==> src/rtl/can_bit_timing_pkg.sv <==
package can_bit_timing_pkg;

    // ----------------------------------------
    // Register map: printed offsets are word indices
    // ----------------------------------------
    localparam int         ADDR_W           = 12;
    localparam logic [11:0] CTRL_IDX        = 12'h000;
    localparam logic [11:0] STAT_IDX        = 12'h001;
    localparam logic [11:0] PRESCALE_JUMP_IDX = 12'h006;
    localparam logic [11:0] SEGMENTS_IDX    = 12'h007;
    localparam logic [11:0] CTRL_ADDR       = 12'(CTRL_IDX * 4);
    localparam logic [11:0] STAT_ADDR       = 12'(STAT_IDX * 4);
    localparam logic [11:0] PRESCALE_JUMP_ADDR = 12'(PRESCALE_JUMP_IDX * 4);
    localparam logic [11:0] SEGMENTS_ADDR   = 12'(SEGMENTS_IDX * 4);

    // ----------------------------------------
    // Field layouts and reset values
    // ----------------------------------------
    localparam int         CTRL_RESET_REQ_BIT = 0;
    localparam logic       CTRL_RESET_REQ_RST = 1'b1;
    localparam int         STAT_RX_BIT      = 0;
    localparam int         STAT_RX_LEVEL    = 1;
    localparam int         STAT_PHASE_LO    = 2;
    localparam int         STAT_PHASE_HI    = 3;

    typedef struct packed {
        logic [1:0] jump_width_field;
        logic [5:0] quantum_prescaler_field;
    } prescale_jump_s;

    typedef struct packed {
        logic       sampling_mode_bit;
        logic [2:0] second_segment_field;
        logic [3:0] first_segment_field;
    } segments_sampling_s;

    localparam prescale_jump_s     PRESCALE_JUMP_RST = '0;
    localparam segments_sampling_s SEGMENTS_RST      = '0;

    // ----------------------------------------
    // Bit phases
    // ----------------------------------------
    typedef enum logic [1:0] {
        PH_SYNC,
        PH_SEG1,
        PH_SEG2
    } phase_e;

endpackage

==> src/rtl/can_bit_timing_config.sv <==
// Operation
// - Timing registers writable only under reset request; other writes are refused.
// - Quantum lasts two clocks times prescaler field plus one.
// - One resynchronization moves a bit by at most jump width plus one quanta.
// - Only the first recessive-to-dominant edge after a bit's sync quantum triggers a resynchronization; others are dropped.
// - First segment lasts first-segment field plus one quanta.
// - Second segment lasts second-segment field plus one quanta.
// - Sampling-mode bit selects three samples or one per sample point.
//
// Register access over APB was chosen for this implementation.
`timescale 1ns/1ps
module can_bit_timing_config (
    input  wire logic        i_clock,
    input  wire logic        i_rst_b,
    input  wire logic        i_psel,
    input  wire logic        i_penable,
    input  wire logic        i_pwrite,
    input  wire logic [11:0] i_paddr,
    input  wire logic [31:0] i_pwdata,
    output logic      [31:0] o_prdata,
    output logic             o_pready,
    output logic             o_pslverr,
    input  wire logic        i_can_rx,
    output logic             o_quantum_tick,
    output logic             o_bit_start,
    output logic             o_sample_point,
    output logic             o_rx_bit
);

    // ----------------------------------------
    // Reset release
    // ----------------------------------------
    logic [1:0] rst_sync;
    logic       rst_b;

    always_ff @(posedge i_clock or negedge i_rst_b) begin
        if (!i_rst_b) begin
            rst_sync <= 2'b00;
        end else begin
            rst_sync <= {rst_sync[0], 1'b1};
        end
    end
    assign rst_b = rst_sync[1];

    // ----------------------------------------
    // Register file
    // ----------------------------------------
    can_bit_timing_pkg::prescale_jump_s     prescale_jump;
    can_bit_timing_pkg::segments_sampling_s segments;
    can_bit_timing_pkg::phase_e             phase;
    logic        reset_req;
    logic        rx_level;
    logic        apb_setup;
    logic        apb_commit;
    logic        timing_sel;
    logic        mapped;
    logic        refused;
    logic [31:0] read_value;

    assign apb_setup  = i_psel && !i_penable;
    assign apb_commit = i_psel && i_penable && o_pready;
    assign timing_sel = (i_paddr == can_bit_timing_pkg::PRESCALE_JUMP_ADDR)
                     || (i_paddr == can_bit_timing_pkg::SEGMENTS_ADDR);
    assign mapped     = timing_sel || (i_paddr == can_bit_timing_pkg::CTRL_ADDR)
                     || (i_paddr == can_bit_timing_pkg::STAT_ADDR);
    assign refused    = i_pwrite && timing_sel && !reset_req;

    always_comb begin
        read_value = '0;
        unique case (i_paddr)
            can_bit_timing_pkg::CTRL_ADDR:
                read_value[can_bit_timing_pkg::CTRL_RESET_REQ_BIT] = reset_req;
            can_bit_timing_pkg::STAT_ADDR: begin
                read_value[can_bit_timing_pkg::STAT_RX_BIT]   = o_rx_bit;
                read_value[can_bit_timing_pkg::STAT_RX_LEVEL] = rx_level;
                read_value[can_bit_timing_pkg::STAT_PHASE_HI:
                           can_bit_timing_pkg::STAT_PHASE_LO] = 2'(phase);
            end
            can_bit_timing_pkg::PRESCALE_JUMP_ADDR: read_value[7:0] = prescale_jump;
            can_bit_timing_pkg::SEGMENTS_ADDR:      read_value[7:0] = segments;
            default:                                read_value = '0;
        endcase
    end

    // Answer is registered in the setup cycle, so every access has exactly one wait-free
    // access phase; status is a snapshot from the setup cycle.
    always_ff @(posedge i_clock or negedge rst_b) begin
        if (!rst_b) begin
            o_pready  <= 1'b0;
            o_prdata  <= '0;
            o_pslverr <= 1'b0;
        end else begin
            o_pready  <= apb_setup;
            o_prdata  <= (apb_setup && !i_pwrite) ? read_value : '0;
            o_pslverr <= apb_setup && (!mapped || refused);
        end
    end

    always_ff @(posedge i_clock or negedge rst_b) begin
        if (!rst_b) begin
            reset_req <= can_bit_timing_pkg::CTRL_RESET_REQ_RST;
        end else if (apb_commit && i_pwrite && i_paddr == can_bit_timing_pkg::CTRL_ADDR) begin
            reset_req <= i_pwdata[can_bit_timing_pkg::CTRL_RESET_REQ_BIT];
        end
    end

    always_ff @(posedge i_clock or negedge rst_b) begin
        if (!rst_b) begin
            prescale_jump <= can_bit_timing_pkg::PRESCALE_JUMP_RST;
            segments      <= can_bit_timing_pkg::SEGMENTS_RST;
        end else if (apb_commit && i_pwrite && reset_req) begin
            if (i_paddr == can_bit_timing_pkg::PRESCALE_JUMP_ADDR) begin
                prescale_jump <= i_pwdata[7:0];
            end
            if (i_paddr == can_bit_timing_pkg::SEGMENTS_ADDR) begin
                segments <= i_pwdata[7:0];
            end
        end
    end

    // ----------------------------------------
    // Receive pin filter
    // ----------------------------------------
    logic [2:0] rx_sync;
    logic       rx_prev;
    logic       edge_fall;

    always_ff @(posedge i_clock or negedge rst_b) begin
        if (!rst_b) begin
            rx_sync  <= 3'b111;
            rx_level <= 1'b1;
            rx_prev  <= 1'b1;
        end else begin
            rx_sync <= {rx_sync[1:0], i_can_rx};
            if (rx_sync[1] == rx_sync[2]) begin
                rx_level <= rx_sync[2];
            end
            rx_prev <= rx_level;
        end
    end
    assign edge_fall = rx_prev && !rx_level;

    // ----------------------------------------
    // Quantum clock
    // ----------------------------------------
    quantum_prescaler #(
        .PRESCALE_W (6)
    ) u_prescaler (
        .i_clock    (i_clock),
        .i_rst_b    (rst_b),
        .i_hold     (reset_req),
        .i_prescale (prescale_jump.quantum_prescaler_field),
        .o_tick     (o_quantum_tick)
    );

    // ----------------------------------------
    // Bit phase engine
    // ----------------------------------------
    logic [4:0] count;
    logic [4:0] seg_len;
    logic [4:0] jump;
    logic [4:0] seg1_len;
    logic [4:0] seg2_len;
    logic [4:0] late_err;
    logic [4:0] early_err;
    logic       edge_pend;
    logic       resync_done;
    logic       resync_now;
    logic [2:0] history;

    assign jump       = 5'(prescale_jump.jump_width_field) + 5'h01;
    assign seg1_len   = 5'(segments.first_segment_field) + 5'h01;
    assign seg2_len   = 5'(segments.second_segment_field) + 5'h01;
    assign late_err   = count + 5'h01;
    assign early_err  = seg_len - count;
    assign resync_now = edge_pend && !resync_done;

    // An edge seen in the same cycle as the consuming tick stays pending
    always_ff @(posedge i_clock or negedge rst_b) begin
        if (!rst_b) begin
            edge_pend <= 1'b0;
        end else if (reset_req) begin
            edge_pend <= 1'b0;
        end else if (edge_fall) begin
            edge_pend <= 1'b1;
        end else if (o_quantum_tick) begin
            edge_pend <= 1'b0;
        end
    end

    always_ff @(posedge i_clock or negedge rst_b) begin
        if (!rst_b) begin
            phase       <= can_bit_timing_pkg::PH_SYNC;
            count       <= '0;
            seg_len     <= '0;
            resync_done <= 1'b0;
            o_bit_start <= 1'b0;
            o_sample_point <= 1'b0;
        end else if (reset_req) begin
            phase       <= can_bit_timing_pkg::PH_SYNC;
            count       <= '0;
            seg_len     <= '0;
            resync_done <= 1'b0;
            o_bit_start <= 1'b0;
            o_sample_point <= 1'b0;
        end else begin
            o_bit_start    <= 1'b0;
            o_sample_point <= 1'b0;
            if (o_quantum_tick) begin
                unique case (phase)
                    can_bit_timing_pkg::PH_SYNC: begin
                        phase       <= can_bit_timing_pkg::PH_SEG1;
                        count       <= '0;
                        seg_len     <= seg1_len;
                        resync_done <= 1'b0;
                    end
                    can_bit_timing_pkg::PH_SEG1: begin
                        if (resync_now) begin
                            seg_len     <= seg_len + ((late_err < jump) ? late_err : jump);
                            count       <= count + 5'h01;
                            resync_done <= 1'b1;
                        end else if (late_err >= seg_len) begin
                            phase          <= can_bit_timing_pkg::PH_SEG2;
                            count          <= '0;
                            seg_len        <= seg2_len;
                            o_sample_point <= 1'b1;
                        end else begin
                            count <= count + 5'h01;
                        end
                    end
                    can_bit_timing_pkg::PH_SEG2: begin
                        if (resync_now && early_err <= jump) begin
                            // Edge stands in for the sync quantum of the next bit
                            phase       <= can_bit_timing_pkg::PH_SEG1;
                            count       <= '0;
                            seg_len     <= seg1_len;
                            resync_done <= 1'b1;
                            o_bit_start <= 1'b1;
                        end else if (resync_now) begin
                            seg_len     <= seg_len - jump;
                            resync_done <= 1'b1;
                            if (seg_len - jump <= late_err) begin
                                phase       <= can_bit_timing_pkg::PH_SYNC;
                                o_bit_start <= 1'b1;
                            end else begin
                                count <= count + 5'h01;
                            end
                        end else if (late_err >= seg_len) begin
                            phase       <= can_bit_timing_pkg::PH_SYNC;
                            o_bit_start <= 1'b1;
                        end else begin
                            count <= count + 5'h01;
                        end
                    end
                    default: begin
                        phase <= can_bit_timing_pkg::PH_SYNC;
                    end
                endcase
            end
        end
    end

    // ----------------------------------------
    // Sampling
    // ----------------------------------------
    always_ff @(posedge i_clock or negedge rst_b) begin
        if (!rst_b) begin
            history  <= 3'b111;
            o_rx_bit <= 1'b1;
        end else if (o_quantum_tick) begin
            history <= {history[1:0], rx_level};
            if (phase == can_bit_timing_pkg::PH_SEG1 && !resync_now && late_err >= seg_len) begin
                if (segments.sampling_mode_bit) begin
                    o_rx_bit <= (history[1] & history[0]) | (history[1] & rx_level)
                              | (history[0] & rx_level);
                end else begin
                    o_rx_bit <= rx_level;
                end
            end
        end
    end

    // ----------------------------------------
    // Assertions
    // ----------------------------------------
    logic [7:0] gap;
    logic       seen_tick;

    always_ff @(posedge i_clock or negedge rst_b) begin
        if (!rst_b) begin
            gap       <= '0;
            seen_tick <= 1'b0;
        end else begin
            gap       <= o_quantum_tick ? 8'h01 : gap + 8'h01;
            seen_tick <= !reset_req && (seen_tick || o_quantum_tick);
        end
    end
endmodule // can_bit_timing_config

==> src/rtl/quantum_prescaler.sv <==
`timescale 1ns/1ps
module quantum_prescaler #(
    parameter int PRESCALE_W = 6
) (
    input  wire logic                  i_clock,
    input  wire logic                  i_rst_b,
    input  wire logic                  i_hold,
    input  wire logic [PRESCALE_W-1:0] i_prescale,
    output logic                       o_tick
);

    logic [PRESCALE_W:0] count;
    logic [PRESCALE_W:0] limit;

    // Period is two clocks per prescale step, so the limit is 2*p+1
    assign limit = {i_prescale, 1'b1};

    always_ff @(posedge i_clock or negedge i_rst_b) begin
        if (!i_rst_b) begin
            count  <= '0;
            o_tick <= 1'b0;
        end else if (i_hold) begin
            count  <= '0;
            o_tick <= 1'b0;
        end else if (count == limit) begin
            count  <= '0;
            o_tick <= 1'b1;
        end else begin
            count  <= count + 1'b1;
            o_tick <= 1'b0;
        end
    end

endmodule // quantum_prescaler

==> config.mk <==
export PLATFORM = sky130hd
export DESIGN_NAME = can_bit_timing_config
export DESIGN_NICKNAME = d
export VERILOG_FILES = /design/src/rtl/can_bit_timing_pkg.sv /design/src/rtl/can_bit_timing_config.sv /design/src/rtl/quantum_prescaler.sv
export SDC_FILE = /design/constraint.sdc
export NUM_CORES = 1
export LEC_CHECK = 0
export ABC_AREA = 1
export BUFFER_PORTS_ARGS = -buffer_cell sky130_fd_sc_hd__clkbuf_2
export CAP_MARGIN = 20
export CORE_UTILIZATION = 40
export CTS_CLUSTER_DIAMETER = 200
export DETAILED_ROUTE_END_ITERATION = 16
export GPL_ROUTABILITY_DRIVEN = 0
export SETUP_SLACK_MARGIN = 0.5
export SYNTH_ARGS = -nofsm -noshare
export SYNTH_HDL_FRONTEND = slang
export SYNTH_SLANG_ARGS = --single-unit
==> constraint.sdc <==
create_clock -name i_clock -period 2.2 [get_ports i_clock]
set_clock_uncertainty 0.2 [all_clocks]
set_input_delay 0.22 -clock i_clock [delete_from_list [all_inputs] [get_ports i_clock]]
set_output_delay 0.22 -clock i_clock [all_outputs]
set_load 0.01 [all_outputs]
==> results of run 1 <==
## sequential cells by signal (all words and copies together) (netlist names)
name,cells
o_pslverr,1
u_prescaler.o_tick,1
rst_sync,2
o_prdata,8
o_pready,1
resync_done,1
rx_level,1
o_sample_point,1
o_rx_bit,1
edge_pend,1
reset_req,1
history,2
phase,2
seg_len,5
segments,8
u_prescaler.count,7
count,5
prescale_jump,8
o_bit_start,1
rx_prev,1
rx_sync,3
## cell usage after synthesis (4+ instances only)
cell / n
ha_1: 36
or2_2: 5
a21oi_1: 21
nand2_1: 116
nor3_1: 4
inv_2: 7
nand3b_1: 6
nor2_4: 5
nand3_1: 39
nand4_1: 13
nor2_1: 40
xor2_1: 15
dfrtp_1: 52
buf_4: 25
dfstp_2: 9
nand2_2: 7
o21ai_2: 16
o21ai_0: 16
inv_1: 67
## timing repair
| action | in CTS | in global routing |
|---|---|---|
| setup endpoints to repair | 16 | 33 |
| resized for setup | 39 | 41 |
| hold buffers | 16 | 0 |
| setup buffers | 10 | 6 |
| gates cloned | 1 | 0 |
| hold endpoints to repair | 23 | 0 |
| pin swaps | 27 | 26 |
## metal layers
metal,part of all wire,GRT usage
met1,0.44,0.265
met2,0.50,0.352
met3,0.036,0.0472
met4,0.023,0.0675
met5,0,0
## power by group through the flow
stage               clock (uW)  sequential (uW)  combinational (uW)
floorplan                    0             1180                77.3
global placement             0             1170                99.0
detailed placement           0             1170                 100
CTS                       1180             1150                 122
global route              1220             1150                 138
finish                    1150             1150                 121
## metrics by stage
stage / utilization / setup TNS [ns] / setup slack (ns) / hold slack [ns]
2_1_floorplan: - / -6.92 / -0.825 / -0.276
3_3_place_gp: 0.490 / -11.05 / -0.902 / -0.194
3_5_place_dp: 0.490 / -11.71 / -0.948 / -0.191
4_1_cts: 0.550 / -10.57 / -0.928 / 0.0460
5_1_grt: 0.575 / -13.10 / -1.15 / 0.0770
6_report: 0.575 / -11.13 / -0.972 / 0.0226
## final timing paths
| kind | from | endpoint | slack (ns) | cells after the start |
|---|---|---|---|---|
| worst max-delay path | count[0]$_DFFE_PN0P_ | seg_len[4]$_DFFE_PN0P_ | -0.97 | 18 |
| max in group asynchronous | rst_sync[1]$_DFF_PN0_ | reset_req$_DFFE_PN1P_ | 1.14 | 1 |
| worst min-delay path | rst_sync[1]$_DFF_PN0_ | count[4]$_DFFE_PN0P_ | 0.02 | 0 |
| min in group i_clock | i_paddr[2] | o_prdata[7]$_DFF_PN0_ | 0.08 | 4 |
| worst max register to register | count[0]$_DFFE_PN0P_ | seg_len[4]$_DFFE_PN0P_ | -0.97 | 18 |
| worst min register to register | rst_sync[1]$_DFF_PN0_ | count[4]$_DFFE_PN0P_ | 0.02 | 0 |
## layout make-up
class | count | area, um2
clock buffers | 13 | 159
clock inverters | 3 | 67.6
fillers | 966 | 4450
inverters | 74 | 283
multi-input cells | 399 | 2820
flip-flops and latches | 61 | 1540
well taps | 136 | 170
repair buffers | 129 | 971
## kinds of logic (layout without fill, tap and decap cells)
family / after synthesis / in the layout / synth area share
xor gates and xnor gates: 18 / 18 / 0.0362
adders and majority gates: 40 / 40 / 0.119
DFF: 61 / 61 / 0.353
other: 2 / 26 / 0.00172
AOI/OAI and AO/OA: 65 / 65 / 0.0964
and+or+nand+nor: 249 / 250 / 0.279
buffers and inverters: 104 / 219 / 0.115
==> run_results.csv, run 1 <==
group,metric,value,unit
sta,setup_slack,-0.972,ns
place,post-place-cells,766,
floorplanning,dieArea,0.0113,mm2
power,power.share.combinational,0.050,
floorplanning,floorplan.die.height,106,um
grt,antenna_violations_before_repair,0,
critical_path,cpLargestDelayFamily,"simple AND/OR/NAND/NOR gates",
critical_path,setup.worst_path.end_class,"register",
sta,finalHoldViolations,0,
floorplanning,floorplan.initialDensity,0.417,
synth,synth_area,0.00436,mm2
critical_path,worst-setup-path-type,"reg -> reg",
clock_network,cts_tree,"yes",
status,violations_in_the_final_reports,"setup timing",
final_layout,final_net_count,763,
sta,rsz0062_at_grt,"true",
critical_path,cp_max_fo,5,
grt,grt_start_max_net_pins,42,
clock_network,cts.sink_count,61,
critical_path,timing.critical_path.cells,"ha_4, xor2_2, ha_1, a21oi_2, o2111ai_4, buf_6, nand2_2, o21ai_2, ha_1, nand2_1, nand2_1, a21oi_2, or2_2, nand3_2, nand2_1, nand3b_1, nand3_1, nand2_1",
power,power_leakage,0.00297,uW
synth,ys_async_sr_fraction,1.00,
sta,report.final.setup_viol,15,
status,outcome,"complete, but fails checks",
synth,synthCells,539,
final_layout,layout-drive-gt1-share,0.378,
sta,fmax,315,MHz
power,power_share_of_the_clock_group,0.475,
clock_network,clk-insertion-delay-late,0.35,ns
routing,avgViaCountPerCell,4.82,
power,power.switching_fraction,0.221,
clock_network,cts_max_path_buffers,2,
place,placement.io_buffers,39,
critical_path,path_buf_inv,1,
final_layout,layout.cells.most_common,"nand2_1",
grt,wire_length_of_the_first_global_routing_pass,18500,um
routing,routed-via-count,3929,
sta,timing_max_transition_violations_final,0,
power,power_report.internal_total,1890,uW
synth,synth_largest_type_area_fraction,0.299,
final_layout,synthToLayoutAreaGrowth,37.9,%
power,net-switching-power,534,uW
floorplanning,core_area,0.0105,mm2
sta,finalCriticalPeriod,3.17,ns
critical_path,arrival,3.21,ns
critical_path,timing.critical_path.required,2.24,ns
synth,synth_ff_type,"dfrtp_1",
floorplanning,fp-row-count,37,
final_layout,final_area,0.00601,mm2
power,design_power_total,2420,uW
synth,synth_seq_area_share,0.353,
sta,final.period_utilization,1.44,
critical_path,crit_path_max_incr_delay,0.43,ns
power,p_seq_frac,0.475,
synth,ys_types,43,
floorplanning,ioPinCount,88,
routing,routed_wire_length,11400,um
power,cellPowerDensity,403,mW/mm2
synth,synthesis.yosys.warnings,0,
clock_network,root_buffer_cell,"clkbuf_8",
synth,netlist_top_cells_area,"dfrtp_1, ha_1, nand2_1, inv_1, dfstp_2",
final_layout,n_diodes,0,
critical_path,startpoint_type,"register",
synth,synth_edf_count,0,
grt,first_global_vias,3868,
grt,grt.overflow.total,0,
routing,number_of_detailed_route_iterations_in_the_first_pass,4,
clock_network,ctsHtreeMaxLevel,3,
synth,synthDominantAreaCellType,"dfrtp_1",
routing,route.detailed.wl_per_inst,14.0,um
grt,gr-usage-all-layers,0.209,
routing,drtIter0Drc,175,
final_layout,mostFrequentLayoutCells,"nand2_1, buf_4, inv_1",
power,vdd.ir_drop.worst,0.000521,V
synth,synth.ff_latch_count,61,
critical_path,slowest_stage,"dfrtp_2",
place,post-dp-hpwl,8090,um
synth,synthesis.area_per_instance,8.09,um2
min_path,min_path_type,"reg -> async",
clock_network,cts_made_buffers,9,
final_layout,layout.cells.non_filler,815,
critical_path,path_common_cell,"nand2_1",
routing,antenna_left,0,
place,placed_cell_area,0.00512,mm2
floorplanning,die_x,106,um
clock_network,clkTransAtPathRegs,0.07,ns
job,maximum_capacitance_violations,0,
routing,drcViolationCount,0,
Power figures use the tool's default switching activity.
==> inputs of run 2 (changes only) <==
--- a/config.mk
+++ b/config.mk
@@ -9,9 +9,11 @@
 export BUFFER_PORTS_ARGS = -buffer_cell sky130_fd_sc_hd__clkbuf_2
 export CAP_MARGIN = 20
 export CORE_UTILIZATION = 40
+export CTS_BUF_LIST = sky130_fd_sc_hd__clkbuf_4 sky130_fd_sc_hd__clkbuf_8 sky130_fd_sc_hd__clkbuf_16
 export CTS_CLUSTER_DIAMETER = 200
 export DETAILED_ROUTE_END_ITERATION = 16
 export GPL_ROUTABILITY_DRIVEN = 0
+export MAX_ROUTING_LAYER = met4
 export SETUP_SLACK_MARGIN = 0.5
 export SYNTH_ARGS = -nofsm -noshare
 export SYNTH_HDL_FRONTEND = slang
==> run_results.csv, run 2 (synthesis results as in run 1) <==
group,metric,value,unit
power,power_report.internal_total,1910,uW
power,p_seq_frac,0.469,
floorplanning,ioPinCount,88,
place,post-place-cells,766,
power,power.share.combinational,0.049,
sta,finalHoldViolations,0,
grt,grt_start_max_net_pins,42,
critical_path,r2r_slack,-0.96,ns
clock_network,cts_made_buffers,9,
critical_path,critPathLaunch,"count[0]$_DFFE_PN0P_",
grt,first_global_vias,3865,
sta,fmax,316,MHz
power,cellPowerDensity,409,mW/mm2
clock_network,cts.sink_count,61,
final_layout,synthToLayoutAreaGrowth,37.4,%
place,placed_cell_area,0.00512,mm2
grt,antenna_violations_before_repair,0,
final_layout,layout.filler_cells,957,
floorplanning,die_x,106,um
critical_path,path_common_cell,"nand2_1",
final_layout,layout-drive-gt1-share,0.382,
clock_network,ctsHtreeMaxLevel,3,
critical_path,worstReg2RegStart,"count[0]$_DFFE_PN0P_",
critical_path,setup.worst_path.end_class,"register",
floorplanning,floorplan.die.height,106,um
power,vdd.ir_drop.worst,0.000521,V
grt,gr-usage-all-layers,0.214,
sta,rsz0062_at_grt,"true",
floorplanning,core_area,0.0105,mm2
final_layout,layout.cells.non_filler,814,
power,power.switching_fraction,0.219,
power,power_share_of_the_clock_group,0.481,
critical_path,cp_max_fo,5,
clock_network,clk-insertion-delay-late,0.35,ns
min_path,min_path_type,"reg -> async",
floorplanning,fp-row-count,37,
grt,wire_length_of_the_first_global_routing_pass,18500,um
clock_network,root_buffer_cell,"clkbuf_8",
status,violations_in_the_final_reports,"setup timing",
routing,number_of_detailed_route_iterations_in_the_first_pass,4,
power,net-switching-power,536,uW
sta,timing_max_transition_violations_final,0,
place,post-dp-hpwl,8090,um
critical_path,worst-setup-path-type,"reg -> reg",
final_layout,n_diodes,0,
sta,finalCriticalPeriod,3.16,ns
clock_network,clkTransAtPathRegs,0.07,ns
sta,report.final.setup_viol,15,
sta,setup_slack,-0.962,ns
floorplanning,dieArea,0.0113,mm2
routing,routed-via-count,3949,
routing,routed_wire_length,11300,um
power,power_leakage,0.00297,uW
status,outcome,"complete, but fails checks",
routing,drcViolationCount,0,
place,placement.io_buffers,39,
critical_path,arrival,3.21,ns
floorplanning,floorplan.initialDensity,0.417,
critical_path,timing.critical_path.cells,"ha_4, xor2_2, ha_1, a21oi_2, o2111ai_4, buf_6, nand2_2, o21ai_2, ha_1, nand2_1, nand2_1, a21oi_2, or2_2, nand3_2, nand2_1, nand3b_1, nand3_1, nand2_1",
final_layout,largest_registers,"o_prdata: 8 flops, prescale_jump: 8 flops, segments: 8 flops",
sta,whs,0.0304,ns
critical_path,crit-reg2reg-capture,"seg_len[4]$_DFFE_PN0P_",
critical_path,crit_path_max_incr_delay,0.43,ns
final_layout,layout.cells.most_common,"nand2_1",
routing,route.detailed.wl_per_inst,13.8,um
grt,grt.overflow.total,0,
final_layout,mostFrequentLayoutCells,"nand2_1, buf_4, inv_1",
clock_network,cts_tree,"yes",
critical_path,slowest_stage,"dfrtp_2",
critical_path,rr_worst_depth,18,
routing,antenna_left,0,
critical_path,timing.critical_path.required,2.25,ns
critical_path,startpoint_type,"register",
final_layout,final_area,0.00599,mm2
clock_network,cts_max_path_buffers,2,
job,maximum_capacitance_violations,0,
final_layout,final_net_count,762,
routing,avgViaCountPerCell,4.85,
routing,drtIter0Drc,207,
sta,final.period_utilization,1.44,
## run 2: changes by cell type in the layout (fill, tap and decap cells not counted), moves of 2 or more
cell and change:
nand3_2 +6, nand2_2 +3, nand3_1 -3, nand3_4 -3, clkbuf_1 -2, clkbuf_4 +2, nand2_4 -2
## run 2: worst max-delay path by stage
stage,cells past startpoint,slack (ns),endpoint
after floorplan,18,-0.83,seg_len[4]$_DFFE_PN0P_
after global placement,18,-0.90,seg_len[4]$_DFFE_PN0P_
after detailed placement,18,-0.95,seg_len[4]$_DFFE_PN0P_
after CTS,18,-0.93,seg_len[4]$_DFFE_PN0P_
after global routing,18,-1.15,seg_len[4]$_DFFE_PN0P_
final,18,-0.96,seg_len[4]$_DFFE_PN0P_
## run 2: routing by layer
metal / vias up / global-route usage / routed length, um
met5: - / - / 0
met4: 0 / 0.0675 / 190
met3: 16 / 0.0472 / 409
met2: 96 / 0.350 / 5710
met1: 1868 / 0.265 / 4950
li1: 1969 / - / -
## run 2: repair_timing
action / CTS / global route
setup buffers: 10 / 5
hold endpoints to repair: 23 / 0
gates resized for setup: 39 / 37
gates cloned: 1 / 0
endpoints found under the setup margin: 16 / 33
pin swaps: 27 / 18
hold buffers: 16 / 0
## run 2: power groups by stage
stage | sequential (uW) | clock, uW | combinational, uW
final | 1150 | 1180 | 121
after global routing | 1150 | 1250 | 137
after CTS | 1150 | 1200 | 122
after detailed placement | 1170 | 0 | 100
after global placement | 1170 | 0 | 99.0
after floorplan | 1180 | 0 | 77.3
## run 2: worst max-delay path, delay by kind of cell, from the launching register on
family,cells,cell delay (ns)
simple gates,9,0.83
fa+ha+maj,3,0.80
compound gates,4,0.46
flops,1,0.43
buf+inv,1,0.16
xor+xnor,1,0.14
## run 2: area by class of cell
class                   count  area (um2)  area share
multi-input cells         399        2800       0.467
flip-flops and latches     61        1540       0.257
repair buffers            128         963       0.161
inverters                  74         283      0.0472
well taps                 136         170      0.0284
clock buffers              13         166      0.0278
clock inverters             3        67.6      0.0113
## run 2: per-stage QoR
step	power [uW]	setup TNS [ns]	utilization	setup slack [ns]
2_1_floorplan	1250	-6.92	-	-0.825
3_3_place_gp	1270	-11.05	0.490	-0.902
3_5_place_dp	1270	-11.71	0.490	-0.948
4_1_cts	2480	-10.57	0.551	-0.928
5_1_grt	2540	-12.91	0.572	-1.15
6_report	2450	-10.89	0.572	-0.962
==> inputs of run 3 (changes only) <==
--- a/config.mk
+++ b/config.mk
@@ -8,12 +8,14 @@
 export ABC_AREA = 1
 export BUFFER_PORTS_ARGS = -buffer_cell sky130_fd_sc_hd__clkbuf_2
 export CAP_MARGIN = 20
-export CORE_UTILIZATION = 40
+export CORE_UTILIZATION = 56
 export CTS_BUF_LIST = sky130_fd_sc_hd__clkbuf_4 sky130_fd_sc_hd__clkbuf_8 sky130_fd_sc_hd__clkbuf_16
 export CTS_CLUSTER_DIAMETER = 200
+export CTS_CLUSTER_SIZE = 30
 export DETAILED_ROUTE_END_ITERATION = 16
 export GPL_ROUTABILITY_DRIVEN = 0
 export MAX_ROUTING_LAYER = met4
+export PLACE_DENSITY = 0.81
 export SETUP_SLACK_MARGIN = 0.5
 export SYNTH_ARGS = -nofsm -noshare
 export SYNTH_HDL_FRONTEND = slang
==> run_results.csv, run 3 (synthesis results as in run 1) <==
group,metric,value,unit
final_layout,n_diodes,0,
clock_network,root_buffer_cell,"clkbuf_8",
routing,route.detailed.wl_per_inst,15.8,um
sta,fmax,315,MHz
routing,number_of_detailed_route_iterations_in_the_first_pass,5,
floorplanning,fp-row-count,31,
sta,final.period_utilization,1.44,
clock_network,ctsHtreeMaxLevel,3,
sta,relSlewSlack,0.624,
routing,routed-via-count,4178,
grt,first_global_vias,3963,
floorplanning,floorplan.die.height,90.2,um
final_layout,layout-drive-gt1-share,0.378,
place,placement.io_buffers,39,
sta,setup_slack,-0.976,ns
floorplanning,floorplan.initialDensity,0.592,
final_layout,final_core_utilization,0.802,
final_layout,final_net_count,756,
status,violations_in_the_final_reports,"setup timing",
clock_network,clkTransAtPathRegs,0.07,ns
floorplanning,die_x,90.2,um
critical_path,worst-setup-path-type,"reg -> reg",
clock_network,cts_tree,"yes",
min_path,min_path_type,"reg -> async",
sta,rsz0062_at_grt,"true",
sta,timing_worst_slew_pin_value,0.565,ns
place,post-dp-hpwl,7830,um
floorplanning,ioPinCount,88,
critical_path,timing.critical_path.required,2.24,ns
grt,antenna_violations_before_repair,0,
routing,avgViaCountPerCell,5.42,
power,vdd.ir_drop.worst,0.000432,V
sta,finalHoldViolations,0,
final_layout,synthToLayoutAreaGrowth,35.5,%
routing,antenna_left,0,
grt,grt_start_max_net_pins,38,
critical_path,startpoint_type,"register",
floorplanning,dieArea,0.00814,mm2
grt,gr-usage-all-layers,0.295,
status,outcome,"complete, but fails checks",
final_layout,final-seq-area,0.00154,mm2
critical_path,arrival,3.21,ns
critical_path,cp_max_fo,6,
floorplanning,core_area,0.00737,mm2
grt,grt.overflow.total,0,
final_layout,layout.cells.most_common,"nand2_1",
clock_network,cts.sink_count,61,
sta,timing_max_transition_violations_final,0,
final_layout,largest_registers,"o_prdata: 8 flops, prescale_jump: 8 flops, segments: 8 flops",
sta,finalCriticalPeriod,3.18,ns
job,maximum_capacitance_violations,0,
place,post-place-ws,-0.933,ns
clock_network,clk-insertion-delay-late,0.35,ns
final_layout,layout.filler_cells,451,
clock_network,cts_max_path_buffers,2,
power,cellPowerDensity,394,mW/mm2
final_layout,mostFrequentLayoutCells,"nand2_1, inv_1, buf_4",
final_layout,multiInputGateArea,0.00283,mm2
routing,drtIter0Drc,254,
grt,wire_length_of_the_first_global_routing_pass,18300,um
clock_network,cts_made_buffers,9,
critical_path,setup.worst_path.end_class,"register",
routing,routed_wire_length,12200,um
sta,report.final.setup_viol,15,
power,power_leakage,0.00294,uW
routing,drcViolationCount,0,
-- run 3: cell types whose count changed in the layout (fill, tap and decap cells not counted), sizes merged --
cell | before | now
clkinvlp | 1 | 2
buf | 73 | 67
bufinv | 2 | 1
-- run 3: what timing repair did --
action | 4_1_cts | 5_1_grt
hold endpoints to repair | 23 | 0
gates cloned | 1 | 0
pin swaps | 28 | 21
resized for setup | 42 | 45
hold buffers | 16 | 0
setup endpoints to repair | 27 | 23
buffers inserted | 12 | 9
-- run 3: worst paths after layout --
kind                                           to  slack (ns)             startpoint  cells after the start
min reg2reg                seg_len[0]$_DFFE_PN0P_        0.05  rst_sync[1]$_DFF_PN0_                      0
max reg2reg                seg_len[4]$_DFFE_PN0P_       -0.98   count[0]$_DFFE_PN0P_                     18
max in group asynchronous   reset_req$_DFFE_PN1P_        1.09  rst_sync[1]$_DFF_PN0_                      1
min                        seg_len[0]$_DFFE_PN0P_        0.05  rst_sync[1]$_DFF_PN0_                      0
max                        seg_len[4]$_DFFE_PN0P_       -0.98   count[0]$_DFFE_PN0P_                     18
min in group i_clock        o_prdata[4]$_DFF_PN0_        0.09             i_paddr[2]                      4
-- run 3: per-stage QoR --
stage / std cells / setup TNS, ns / instance area (um2) / total power [uW] / hold slack [ns]
after CTS: 762 / -11.56 / 5630 / 2330 / 0.0807
after floorplan: 563 / -6.92 / 4510 / 1250 / -0.276
after global routing: 771 / -14.54 / 5910 / 2400 / 0.0887
after detailed placement: 717 / -11.28 / 4980 / 1270 / -0.189
final: 771 / -12.71 / 5910 / 2330 / 0.0536
after global placement: 717 / -10.14 / 4980 / 1270 / -0.190
-- run 3: critical path: stages, from the launching register on --
cell and delay [ns]:
dfrtp_2 0.43, ha_4 0.18, xor2_4 0.16, ha_4 0.25, a21oi_4 0.16, o2111ai_4 0.14
nand2_1 0.09, o21ai_1 0.07, ha_2 0.20, fa_2 0.35, nand2_1 0.08, nand2_1 0.06
a21oi_2 0.14, nand2_1 0.12, nand3_2 0.12, nand2_1 0.05, nand3b_1 0.14, nand3_1 0.07
nand2_1 0.05
-- run 3: area by class of cell --
type	instances	area share
multi-input combinational	399	0.478
sequential	61	0.261
timing repair buffer	122	0.156
inverter	74	0.0479
clock buffer	13	0.0282
tap	99	0.0210
clock inverter	3	0.00762
-- run 3: power breakdown --
group | total (uW) | switching (uW) | internal, uW
Sequential | 1150 | 13.0 | 1140
Clock | 1050 | 444 | 610
Combinational | 122 | 73.8 | 48.3
-- run 3: routing by layer --
| layer | vias to the layer above | routed length, um | global-route usage |
|---|---|---|---|
| li1 | 1950 | - | - |
| met2 | 187 | 6290 | 0.515 |
| met4 | 0 | 563 | 0.134 |
| met1 | 1981 | 4720 | 0.334 |
| met5 | - | 0 | - |
| met3 | 60 | 633 | 0.0423 |
